--- src/common/eid_params.svh ---
// offsets, field positions, reset values and counts of the edge-detect controller
`ifndef EID_PARAMS_SVH
`define EID_PARAMS_SVH
// register offsets (byte addresses, one word each)
`define EID_OFF_CMD   8'h00
`define EID_OFF_NF    8'h04
`define EID_OFF_STAT  8'h08
`define EID_OFF_IST   8'h0c
`define EID_OFF_ICLR  8'h10
`define EID_OFF_IEN   8'h14
// field positions
`define EID_CMD_GO_BIT 8
`define EID_NF_GO_BIT  4
`define EID_NF_DMA_BIT 3
// event bit positions in status, clear and enable registers
`define EID_EV_DONE   0
`define EID_EV_NFRDY  1
`define EID_EV_REJ    2
`define EID_EV_W      3
// reset values
`define EID_PMODE_RST 10'h3ff
`define EID_EDGE_RST  2'h0
`define EID_NFC_RST   3'h0
// pin indices and counts
`define EID_NPINS     10
`define EID_PIN_IRQ7  4'h8
`define EID_PIN_IRQ8  4'h9
`define EID_NF_TICKS  2'h3
// cycles from a sampling clock pin edge to its tick count: three sync flops, agree, edge
`define EID_NF_GUARD  3'h5
`endif

--- src/common/eid_pkg.sv ---
// types shared by the edge-detect controller modules
package eid_pkg;
	// how a pin is to be used
	typedef enum logic [1:0] {USE_PORT, USE_IRQ, USE_SERIAL, USE_RSVD} eid_use_e;
	// edge-select pair: a = falling, b = rising; 00 means no detection
	typedef struct packed {
		logic a;
		logic b;
	} eid_edge_s;
	// one pin reconfiguration order
	typedef struct packed {
		eid_use_e  pin_use;
		eid_edge_s edge_sel;
		logic [3:0] pin;
	} eid_cmd_s;
	// one noise filter clock change order
	typedef struct packed {
		logic       dma;
		logic [2:0] sel;
	} eid_nf_s;
	// sequencer states
	typedef enum {ST_IDLE, ST_EDGE_OFF, ST_RX_OFF, ST_MODE, ST_RX_ON, ST_EDGE_ON,
		ST_NF_SET, ST_NF_WAIT, ST_NF_CLR, ST_NF_EN} eid_state_e;
endpackage

--- src/core/eid_sync3.sv ---
// three-flop pin synchroniser, output moves once stages two and three agree
`timescale 1ns/100ps
module eid_sync3
(
	// clock and reset
	input  wire logic sys_clk,
	input  wire logic reset,
	// pin in, clean level out
	input  wire logic pin_in,
	output logic      level_out
);
	logic s1_reg;
	logic s2_reg;
	logic s3_reg;

	// stage one feeds stage two only
	always_ff @(posedge sys_clk)
	begin
		if (reset)
		begin
			s1_reg    <= 1'b0;
			s2_reg    <= 1'b0;
			s3_reg    <= 1'b0;
			level_out <= 1'b0;
		end
		else
		begin
			s1_reg <= pin_in;
			s2_reg <= s1_reg;
			s3_reg <= s2_reg;
			if (s2_reg == s3_reg)
				level_out <= s3_reg; // a one-sample glitch never passes
		end
	end
endmodule // eid_sync3

--- src/core/eid_apb_regs.sv ---
// apb slave: order registers, status and the sticky event interrupt
`timescale 1ns/100ps
`include "eid_params.svh"
module eid_apb_regs
(
	// clock and reset
	input  wire logic          sys_clk,
	input  wire logic          reset,
	// apb slave
	input  wire logic          psel,
	input  wire logic          penable,
	input  wire logic          pwrite,
	input  wire logic [7:0]    paddr,
	input  wire logic [31:0]   pwdata,
	output logic [31:0]        prdata,
	output logic               pready,
	output logic               pslverr,
	// orders to the sequencer
	output logic               cmd_go,
	output eid_pkg::eid_cmd_s  cmd,
	output logic               nf_go,
	output eid_pkg::eid_nf_s   nf,
	// sequencer state and events
	input  wire logic          busy,
	input  wire logic [1:0]    tick_cnt,
	input  wire logic [`EID_EV_W-1:0] ev,
	output logic               irq
);
	import eid_pkg::*;

	logic [`EID_EV_W-1:0] ist_reg;
	logic [`EID_EV_W-1:0] ien_reg;
	logic                 wr;
	logic                 mapped;

	// zero-wait slave: access phase always completes
	assign pready  = 1'b1;
	assign wr      = psel && penable && pwrite;
	assign mapped  = paddr <= `EID_OFF_IEN && paddr[1:0] == 2'h0;
	assign pslverr = psel && penable && !mapped;
	assign cmd_go  = wr && paddr == `EID_OFF_CMD && pwdata[`EID_CMD_GO_BIT];
	assign nf_go   = wr && paddr == `EID_OFF_NF && pwdata[`EID_NF_GO_BIT];
	assign irq     = |(ist_reg & ien_reg);

	// order fields are kept so software can read them back
	always_ff @(posedge sys_clk)
	begin
		if (reset)
		begin
			cmd     <= '0;
			nf      <= '0;
			ien_reg <= '0;
		end
		else
		begin
			if (wr && paddr == `EID_OFF_CMD)
				cmd <= pwdata[7:0];
			if (wr && paddr == `EID_OFF_NF)
				nf <= pwdata[3:0];
			if (wr && paddr == `EID_OFF_IEN)
				ien_reg <= pwdata[`EID_EV_W-1:0];
		end
	end

	// sticky events: a new event beats a clear in the same cycle
	always_ff @(posedge sys_clk)
	begin
		if (reset)
			ist_reg <= '0;
		else if (wr && paddr == `EID_OFF_ICLR)
			ist_reg <= (ist_reg & ~pwdata[`EID_EV_W-1:0]) | ev;
		else
			ist_reg <= ist_reg | ev;
	end

	// read data registered in the setup cycle, valid through the access phase
	always_ff @(posedge sys_clk)
	begin
		if (reset)
			prdata <= '0;
		else if (psel && !penable)
		begin
			case (paddr)
				`EID_OFF_CMD:  prdata <= {24'h0, cmd};
				`EID_OFF_NF:   prdata <= {28'h0, nf};
				`EID_OFF_STAT: prdata <= {29'h0, tick_cnt, busy};
				`EID_OFF_IST:  prdata <= {29'h0, ist_reg};
				`EID_OFF_IEN:  prdata <= {29'h0, ien_reg};
				default:       prdata <= '0;
			endcase
		end
	end
endmodule // eid_apb_regs

--- src/core/eid_ctrl.sv ---
// controller that reconfigures external interrupt pins of the device safely
// Function
// RULE1 - clear edge pair before selecting port mode
// RULE2 - unused port-0 pairs held at 00
// RULE3 - irq7 pair cleared before port mode
// RULE4 - irq7 pair 00 while pin is serial0 receive
// RULE5 - serial0 receive off while pin is irq7
// RULE6 - irq7 pair 00 unless used as interrupt
// RULE7 - irq8 pair cleared before port mode
// RULE8 - irq8 and serial3 receive used exclusively
// RULE9 - irq8 pair 00 unless used as interrupt
// RULE10 - port-9 pairs cleared first, 00 when unused
// RULE11 - filter needs 3 sampling clocks after change
// RULE12 - wait 3 clocks, clear flag, then enable
// RULE13 - dma enabled only after 3 sampling clocks
// RULE14 - after reset nmi pin is port, no edge
// RULE15 - pair 00 off, else falling, rising, both
//
// Chosen here: the APB slave port and the placing of the registers.
`timescale 1ns/100ps
`include "eid_params.svh"
module eid_ctrl
(
	// clock and reset
	input  wire logic        sys_clk,
	input  wire logic        reset,
	// apb slave
	input  wire logic        psel,
	input  wire logic        penable,
	input  wire logic        pwrite,
	input  wire logic [7:0]  paddr,
	input  wire logic [31:0] pwdata,
	output logic [31:0]      prdata,
	output logic             pready,
	output logic             pslverr,
	// edge-select pairs to the device
	output logic [4:0]       port0_edge_sel_a,
	output logic [4:0]       port0_edge_sel_b,
	output logic [2:0]       port9_edge_sel_a,
	output logic [2:0]       port9_edge_sel_b,
	output logic             irq7_edge_sel_a,
	output logic             irq7_edge_sel_b,
	output logic             irq8_edge_sel_a,
	output logic             irq8_edge_sel_b,
	// port or alternate function, one bit per pin, 1 = port
	output logic [9:0]       pin_port_mode,
	// serial receive enables
	output logic             serial0_rx_enable,
	output logic             serial3_rx_enable,
	// noise filter and irq3 handling
	output logic [2:0]       noise_filter_ctrl,
	input  wire logic        nf_sample_clk_pin,
	output logic             irq3_flag_clear,
	output logic             irq3_int_enable,
	output logic             irq3_dma_enable,
	// interrupt to software
	output logic             irq
);
	import eid_pkg::*;

	eid_state_e          state_reg;
	eid_cmd_s            cur_reg;
	eid_cmd_s            cmd_wr;
	eid_nf_s             nf;
	logic                cmd_go;
	logic                nf_go;
	logic                cmd_ok;
	logic                take_cmd;
	logic [`EID_EV_W-1:0] ev;
	eid_edge_s           edge_reg [`EID_NPINS];
	logic [9:0]          edge_nz;
	logic                smp_lvl;
	logic                smp_prev_reg;
	logic                tick;
	logic [1:0]          tick_cnt_reg;
	logic                nf_dma_reg;
	logic [2:0]          guard_reg;

	// only irq7 and irq8 pins share a serial receive line
	function automatic logic is_shared(input logic [3:0] p);
		return p == `EID_PIN_IRQ7 || p == `EID_PIN_IRQ8;
	endfunction

	// a pin index names one of the ten controlled pins
	function automatic logic pin_ok(input logic [3:0] p);
		return p < 4'ha;
	endfunction

	eid_apb_regs u_regs
	(
		.sys_clk  (sys_clk),
		.reset    (reset),
		.psel     (psel),
		.penable  (penable),
		.pwrite   (pwrite),
		.paddr    (paddr),
		.pwdata   (pwdata),
		.prdata   (prdata),
		.pready   (pready),
		.pslverr  (pslverr),
		.cmd_go   (cmd_go),
		.cmd      (),
		.nf_go    (nf_go),
		.nf       (nf),
		.busy     (state_reg != ST_IDLE),
		.tick_cnt (tick_cnt_reg),
		.ev       (ev),
		.irq      (irq)
	);

	// the sampling clock is a device pin, far too slow to be a clock here
	eid_sync3 u_smp
	(
		.sys_clk   (sys_clk),
		.reset     (reset),
		.pin_in    (nf_sample_clk_pin),
		.level_out (smp_lvl)
	);

	// sampling clock tick on the clean rising edge
	always_ff @(posedge sys_clk)
	begin
		if (reset)
			smp_prev_reg <= 1'b0;
		else
			smp_prev_reg <= smp_lvl;
	end
	assign tick = smp_lvl && !smp_prev_reg;

	// orders: serial use only on shared pins; a busy sequencer refuses
	// the stored order only lands at the go edge, so judge and capture the bus word itself
	assign cmd_wr   = pwdata[7:0];
	assign cmd_ok   = pin_ok(cmd_wr.pin) && cmd_wr.pin_use != USE_RSVD &&
		(cmd_wr.pin_use != USE_SERIAL || is_shared(cmd_wr.pin));
	assign take_cmd = cmd_go && state_reg == ST_IDLE && !nf_go && cmd_ok;
	assign ev[`EID_EV_DONE]  = state_reg == ST_EDGE_ON;
	assign ev[`EID_EV_NFRDY] = state_reg == ST_NF_EN;
	assign ev[`EID_EV_REJ]   = (cmd_go && !take_cmd && !(nf_go && state_reg == ST_IDLE)) ||
		(nf_go && state_reg != ST_IDLE) || (cmd_go && nf_go && state_reg == ST_IDLE);

	// sequencer: edges off, receive off, mode, receive on, edges on
	always_ff @(posedge sys_clk)
	begin
		if (reset)
			state_reg <= ST_IDLE;
		else
		begin
			case (state_reg)
				ST_IDLE:
				begin
					if (nf_go)
						state_reg <= ST_NF_SET;
					else if (take_cmd)
						state_reg <= ST_EDGE_OFF;
				end
				ST_EDGE_OFF: state_reg <= ST_RX_OFF;
				ST_RX_OFF:   state_reg <= ST_MODE;
				ST_MODE:     state_reg <= ST_RX_ON;
				ST_RX_ON:    state_reg <= ST_EDGE_ON;
				ST_EDGE_ON:  state_reg <= ST_IDLE;
				ST_NF_SET:   state_reg <= ST_NF_WAIT;
				ST_NF_WAIT:
				begin
					if (tick_cnt_reg == `EID_NF_TICKS) // [RULE11] [RULE12]
						state_reg <= ST_NF_CLR;
				end
				ST_NF_CLR:   state_reg <= ST_NF_EN;
				ST_NF_EN:    state_reg <= ST_IDLE;
				default:     state_reg <= ST_IDLE;
			endcase
		end
	end

	// order captured once, so a rewrite mid-sequence cannot tear it
	always_ff @(posedge sys_clk)
	begin
		if (reset)
			cur_reg <= '0;
		else if (take_cmd)
			cur_reg <= cmd_wr;
	end

	// edge pairs: cleared first, set last and only for interrupt use
	always_ff @(posedge sys_clk)
	begin
		if (reset)
		begin
			for (int i = 0; i < `EID_NPINS; i++)
				edge_reg[i] <= `EID_EDGE_RST; // [RULE14]
		end
		else if (state_reg == ST_EDGE_OFF)
			edge_reg[cur_reg.pin] <= `EID_EDGE_RST; // [RULE1] [RULE3] [RULE7] [RULE10]
		else if (state_reg == ST_EDGE_ON && cur_reg.pin_use == USE_IRQ)
			edge_reg[cur_reg.pin] <= cur_reg.edge_sel; // [RULE15] [RULE2] [RULE6] [RULE9]
	end

	// port mode changes only while the pin's pair is 00
	always_ff @(posedge sys_clk)
	begin
		if (reset)
			pin_port_mode <= `EID_PMODE_RST; // [RULE14]
		else if (state_reg == ST_MODE)
			pin_port_mode[cur_reg.pin] <= cur_reg.pin_use == USE_PORT; // [RULE1]
	end

	// shared pins: receive off before the pin becomes anything else
	always_ff @(posedge sys_clk)
	begin
		if (reset)
		begin
			serial0_rx_enable <= 1'b0;
			serial3_rx_enable <= 1'b0;
		end
		else if (state_reg == ST_RX_OFF && cur_reg.pin_use != USE_SERIAL)
		begin
			if (cur_reg.pin == `EID_PIN_IRQ7)
				serial0_rx_enable <= 1'b0; // [RULE5]
			if (cur_reg.pin == `EID_PIN_IRQ8)
				serial3_rx_enable <= 1'b0; // [RULE8]
		end
		else if (state_reg == ST_RX_ON && cur_reg.pin_use == USE_SERIAL)
		begin
			if (cur_reg.pin == `EID_PIN_IRQ7)
				serial0_rx_enable <= 1'b1; // [RULE4]
			if (cur_reg.pin == `EID_PIN_IRQ8)
				serial3_rx_enable <= 1'b1; // [RULE8]
		end
	end

	// filter change: request paths off until the filter has settled
	always_ff @(posedge sys_clk)
	begin
		if (reset)
		begin
			noise_filter_ctrl <= `EID_NFC_RST;
			nf_dma_reg        <= 1'b0;
			irq3_int_enable   <= 1'b0;
			irq3_dma_enable   <= 1'b0;
		end
		else if (state_reg == ST_NF_SET)
		begin
			noise_filter_ctrl <= nf.sel;
			nf_dma_reg        <= nf.dma;
			irq3_int_enable   <= 1'b0; // [RULE12]
			irq3_dma_enable   <= 1'b0; // [RULE13]
		end
		else if (state_reg == ST_NF_EN)
		begin
			irq3_int_enable <= 1'b1; // [RULE12]
			irq3_dma_enable <= nf_dma_reg; // [RULE13]
		end
	end

	// flag clear pulse between settling and enabling
	always_ff @(posedge sys_clk)
	begin
		if (reset)
			irq3_flag_clear <= 1'b0;
		else
			irq3_flag_clear <= state_reg == ST_NF_CLR; // [RULE12]
	end

	// count sampling clocks after the change, saturating
	always_ff @(posedge sys_clk)
	begin
		if (reset)
			tick_cnt_reg <= '0;
		else if (state_reg == ST_NF_SET)
			tick_cnt_reg <= '0;
		else if (state_reg == ST_NF_WAIT && tick && guard_reg == `EID_NF_GUARD &&
			tick_cnt_reg != `EID_NF_TICKS)
			tick_cnt_reg <= tick_cnt_reg + 2'h1; // [RULE11]
	end

	// ticks still inside the synchroniser left the pin before the change, so skip them
	always_ff @(posedge sys_clk)
	begin
		if (reset)
			guard_reg <= '0;
		else if (state_reg == ST_NF_SET)
			guard_reg <= '0;
		else if (state_reg == ST_NF_WAIT && guard_reg != `EID_NF_GUARD)
			guard_reg <= guard_reg + 3'h1; // [RULE11]
	end

	// pairs out to the device registers
	always_comb
	begin
		for (int i = 0; i < 5; i++)
		begin
			port0_edge_sel_a[i] = edge_reg[i].a;
			port0_edge_sel_b[i] = edge_reg[i].b;
		end
		for (int i = 0; i < 3; i++)
		begin
			port9_edge_sel_a[i] = edge_reg[i+5].a;
			port9_edge_sel_b[i] = edge_reg[i+5].b;
		end
		irq7_edge_sel_a = edge_reg[8].a;
		irq7_edge_sel_b = edge_reg[8].b;
		irq8_edge_sel_a = edge_reg[9].a;
		irq8_edge_sel_b = edge_reg[9].b;
		for (int i = 0; i < `EID_NPINS; i++)
			edge_nz[i] = edge_reg[i].a || edge_reg[i].b;
	end
endmodule // eid_ctrl

--- config.mk ---
export PLATFORM = sky130hd
export DESIGN_NAME = eid_ctrl
export DESIGN_NICKNAME = d
export VERILOG_FILES = /design/src/common/eid_pkg.sv /design/src/core/eid_sync3.sv /design/src/core/eid_apb_regs.sv /design/src/core/eid_ctrl.sv
export VERILOG_INCLUDE_DIRS = /design/src /design/src/common
export SDC_FILE = /design/constraint.sdc
export NUM_CORES = 1
export LEC_CHECK = 0
export CORE_ASPECT_RATIO = 1.75
export CORE_MARGIN = 4
export CORE_UTILIZATION = 30
export DETAILED_ROUTE_END_ITERATION = 8
export DONT_BUFFER_PORTS = 1
export GPL_ROUTABILITY_DRIVEN = 1
export PLACE_DENSITY = 0.45
export SYNTH_ARGS = -nofsm -noshare
export SYNTH_HDL_FRONTEND = slang
export SYNTH_SLANG_ARGS = --single-unit
--- constraint.sdc ---
create_clock -name sys_clk -period 2.24 [get_ports sys_clk]
set_input_delay 0.224 -clock sys_clk [delete_from_list [all_inputs] [get_ports sys_clk]]
set_output_delay 0.224 -clock sys_clk [all_outputs]
set_load 0.02 [all_outputs]
# Word level (Yosys, flattened, before mapping)
# Memory sizes are Yosys's and may differ from the RTL's.
# Cells that the tools add are included.
[classes]
n_addsub = 2
mul = 0
n_div = 0
order_cmp = 4
n_eq_ne = 37
shifts = 0
muxes = 30
bitwise_logic = 6
reduce_logical = 54
[op_table]
columns = ["cell", "n"]
rows = [
  ["$pmux W32 S8", 1],
  ["$eq A32 B3 Y1 const B", 5],
  ["$eq A32 B4 Y1 const B", 5],
  ["$eq A32 B2 Y1 const B", 3],
  ["$mux W32", 3],
  ["$eq A32 B5 Y1 const B", 2],
  ["$logic_not A32 Y1", 2],
  ["$pmux W8 S5", 1],
  ["$eq A32 B1 Y1 const B", 1],
  ["$reduce_bool A32 Y1", 1],
  ["$logic_and A1 B1 Y1", 31],
  ["$mux W1", 19],
  ["$eq A4 B4 Y1 const B", 4],
  ["$eq A8 B4 Y1 const B", 2],
  ["$eq A8 B5 Y1 const B", 2],
  ["$bwmux W10", 1],
  ["$ne A2 B2 Y1 const B", 5],
  ["$eq A8 B3 Y1 const B", 1],
  ["$le A8 B5 Y1 const B", 1],
  ["$logic_not A8 Y1", 1],
  ["$and A3 B3 Y3", 2],
  ["$logic_not A1 Y1", 6],
  ["$ne A3 B3 Y1 const B", 2],
  ["$or A3 B3 Y3", 2],
  ["other kinds (21)", 30],
]
[totals]
ff_bits = 119
latch_bits = 0
ramBits = 20
mem_bits_ro = 0
inputBits = 46
output_inout_bits = 73
word_cells = 163
memories = 1
[mem_list]
columns = ["name", "words", "word_bits", "read_ports", "rd_clocked_by_memory_dff", "wr", "line", "text"]
rows = [
  ["edge_reg", 10, 2, 10, 0, 10, "eid_ctrl.sv:70", "eid_edge_s edge_reg [`EID_NPINS];"],
]

# Depth between registers and ports, before layout
[logic_depth]
depth_word = 14
ltp_mapped = 6
ltp_nobuf = 6

# Hierarchy
# A second synthesis with hierarchy kept.
[hier_totals]
cells_unflattened = 446
hier_area_um2 = 4152.7
[modules_own_cells]
columns = ["module", "n_inst", "cells_each", "area_each_um2", "seq_area_each_um2"]
rows = [
  ["eid_ctrl", 1, 273, 2630.0, 1341.3],
  ["eid_apb_regs", 1, 163, 1410.1, 520.5],
  ["eid_sync3", 1, 10, 112.6, 80.1],
]

# Least setup slack after synthesis
# Ideal clock, no wire load.
[synth_path]
kind = "reg-to-reg"
startpoint = "register state_reg[0]"
endpoint = "register u_regs.prdata[0]"
arrival_time_ps = 1842
setup_slack_ps = 266
stages_incl_launch_ff = 7
path_buffers = 2
synth_period_minus_slack_ps = 1974
path_cell_list = "dfxtp_1 > clkbuf_1 > or4_1 > clkbuf_1 > mux4_2 > a221oi_1 > nor3_1"
[synth_between]
elab_chain_cells = 2
[synth_lines]
columns = ["element", "line", "text"]
rows = [
  ["start: declaration", "eid_ctrl.sv:61", "eid_state_e state_reg;"],
  ["start signal: assignment", "eid_ctrl.sv:145", "state_reg <= ST_IDLE;"],
  ["start signal: assignment", "eid_ctrl.sv:152", "state_reg <= ST_NF_SET;"],
  ["start signal: assignment", "eid_ctrl.sv:154", "state_reg <= ST_EDGE_OFF;"],
  ["$reduce_bool A32 Y1", "eid_ctrl.sv:105", ".busy (state_reg != ST_IDLE),"],
  ["$pmux W8 S5", "eid_apb_regs.sv:83", "case (paddr)"],
  ["end signal: assignment", "eid_apb_regs.sv:84", "`EID_OFF_CMD: prdata <= {24'h0, cmd};"],
  ["end signal: assignment", "eid_apb_regs.sv:85", "`EID_OFF_NF: prdata <= {28'h0, nf};"],
  ["end signal: assignment", "eid_apb_regs.sv:86", "`EID_OFF_STAT: prdata <= {29'h0, tick_cnt, busy};"],
  ["end: declaration", "eid_apb_regs.sv:15", "output logic [31:0] prdata,"],
]
# Every way passes these cells.
# A chain may end at the register's enable or synchronous reset.

# Worst setup path after layout
[layout_path]
startpoint = "register state_reg[3]"
endpoint = "register u_regs.prdata[0]"
# The elaborated chain is that of the path after synthesis.

==> metrics.cfg <==
[grt]
use_met2=0.245
grt_pass1_wl_mm=16.3
grt_pass1_vias=2982
grt.total_usage=0.139
grt_max_degree=52
use_met3=0.0419
top_usage_layer=met2
met1_usage=0.151
overflow=0
antenna_found_initial=0

[placement]
gp_congestion=0.783
dp_slack_ns=0.159
portBuffers=0
dp_hpwl_mm=7.71

[logic_synthesis]
yosysSeqAreaShare=0.483
synth_edf_count=20
synth_most_common_cell=dfxtp_1
synth_top_area_cell=dfxtp_1
synthArstFlopShare=0
synth_cell_types=54
synthFlopType=dfxtp_1
syn-mean-instance-area_sq_um=9.39
synth_top_area_frac=0.334
ys_seq_elements=87
synth_area_sq_um=4020
synth_area_leaders=dfxtp_1, edfxtp_1, nor2_1
yosysWarnings=0
ys_top_cells_by_count=dfxtp_1, nor2_1, nand2_1
postSynthCellCount=428

[timing]
finalWorstSetupSlack_ns=0.227
finalHoldViolCount=0
maxSlewHeadroom=0.631
fmax_mhz=497
period_needed_ns=2.01
clock_skew_ns=0.00732
drv_slew=0
hold_ws_ns=0.0130
finalCritPeriodShare=0.899
rsz0062_at_grt=no
worst_slew_pin_slew_ns=0.548
fin_tns_setup_ns=0
setup_viol=0

[clock_tree]
worst_skew_pair.late_latency_ns=0.34
htreeDepth=3
path_clk_slew_ns=0.06
cts_inserted_buffers=9
cts_tree=built
cts.path.max_buffers=2
cts_root_buf=clkbuf_16
clkSinkCount=87

[setup_path]
reg2reg_from=state_reg[3]
r2r-end=u_regs.prdata[0]
startpoint_type=flop
slowest_stage=or4_1
reg2reg_slack_ns=0.23
required_ns=2.46
cp-end-kind=flop
ff2ff_path_depth=5
crit_arrival_ns=2.23
worstPathMaxFanout=2
max_stage_delay_ns=0.56
critical_path_class=reg2reg
crit_buf_inv=1
cp_top_family=simple AND/OR/NAND/NOR gates
cp_cell_sequence=or4_1 > mux4_2 > a221oi_1 > buf_4 > nor3_1

[detailed_routing]
first_pass_iters=4
drc=0
wire_per_inst_um=16.8
wirelength_mm=10.3
vias=3024
drt_first_iter_violations=157
via_per_inst=4.96
ant_nets=0

[pwr]
p_total_w=0.00327
power.density_nw_per_um2=727
ir_drop_mv=0.479
power.leakage_nw=1.64

[die]
coreArea_sq_um=13000
die-height_um=161
die_x_um=95.5
start_util=0.309
rows=55
io_pins=119
dieArea_sq_um=15400

[min_path]
hold_path_depth=1
hp-class=in2reg
min_to=u_smp.s1_reg
holdCritStartpoint=nf_sample_clk_pin

[layout]
final_nets=483
largest_reg_flops=20
area_growth_pct=11.9
antenna_cells=0
drive_gt1_frac=0.0911

[run]
cap_violations=0

[run_status]
status=finished clean

layout by cell type, fill, tap and decap left out, types with 15 or more instances in the layout:
cell      instances
conb_1           25
buf_4            17
a21oi_1          20
dfxtp_1          67
nand3_1          15
edfxtp_1         20
mux2i_1          23
o21ai_0          16
nor2_1           64
nand2_1          35
metal layers:
layer	share of wire	wire [um]	vias up
met5	0	0	-
met4	0.025	256	0
met2	0.53	5470	82
li1	-	-	1496
met1	0.38	3890	1431
met3	0.063	644	15
through the flow:
| step | instances | instance area, sq um | utilization |
|---|---|---|---|
| 6_report | 610 | 4500 | 0.346 |
| 3_5_place_dp | 593 | 4180 | 0.322 |
| 4_1_cts | 610 | 4500 | 0.346 |
| 5_1_grt | 610 | 4500 | 0.346 |
| 2_1_floorplan | 451 | 4110 | - |
| 3_3_place_gp | 593 | 4180 | 0.322 |
report_power, final:
part	internal [W]	switching, W
Combinational	0.0000288	0.0000905
Clock	0.000897	0.000599
Sequential	0.00162	0.0000326
Total	0.00255	0.000722
worst reg2reg max path: cells and delay by family (launching register included):
kind | cells | cell delay (ns)
buffers and inverters | 1 | 0.17
multiplexers | 1 | 0.49
flip-flops | 1 | 0.32
AND/OR/NAND/NOR | 2 | 0.60
AO/OA/AOI/OAI | 1 | 0.34
worst max path at each step:
stage | start | to | depth (start not counted)
2_1_floorplan | state_reg[0] | u_regs.prdata[0] | 6
3_3_place_gp | state_reg[3] | u_regs.prdata[0] | 5
3_5_place_dp | state_reg[3] | u_regs.prdata[0] | 5
4_1_cts | state_reg[3] | u_regs.prdata[0] | 5
5_1_grt | state_reg[3] | edge_reg[4][1] | 5
6_report | state_reg[3] | u_regs.prdata[0] | 5
what timing repair did:
item | in CTS | in global routing
setup endpoints to repair | 0 | 0
hold buffers | 1 | 0
buffers inserted | 0 | 0
hold endpoints to repair | 51 | 0
gates resized for setup | 0 | 0
layout make-up:
type                       count  area, sq um
clock buffer                  13          250
clock inverter                 3         43.8
fill                        1358         8510
inverter                       7         26.3
multi-input combinational    311         1870
sequential                    87         1940
tap                          171          214
timing repair buffer          18          148
logic make-up (layout without fill, tap and decap cells):
kind of cell,Yosys count,count (layout),synth area share
xor+xnor,3,3,0.00654
fa+ha+maj,3,3,0.00934
compound gates,70,70,0.120
flops,87,87,0.483
simple gates,184,184,0.231
mux,26,26,0.0741
other cells,2,25,0.00187
buf+inv,53,41,0.0735
(Power assumes the default switching activity.)
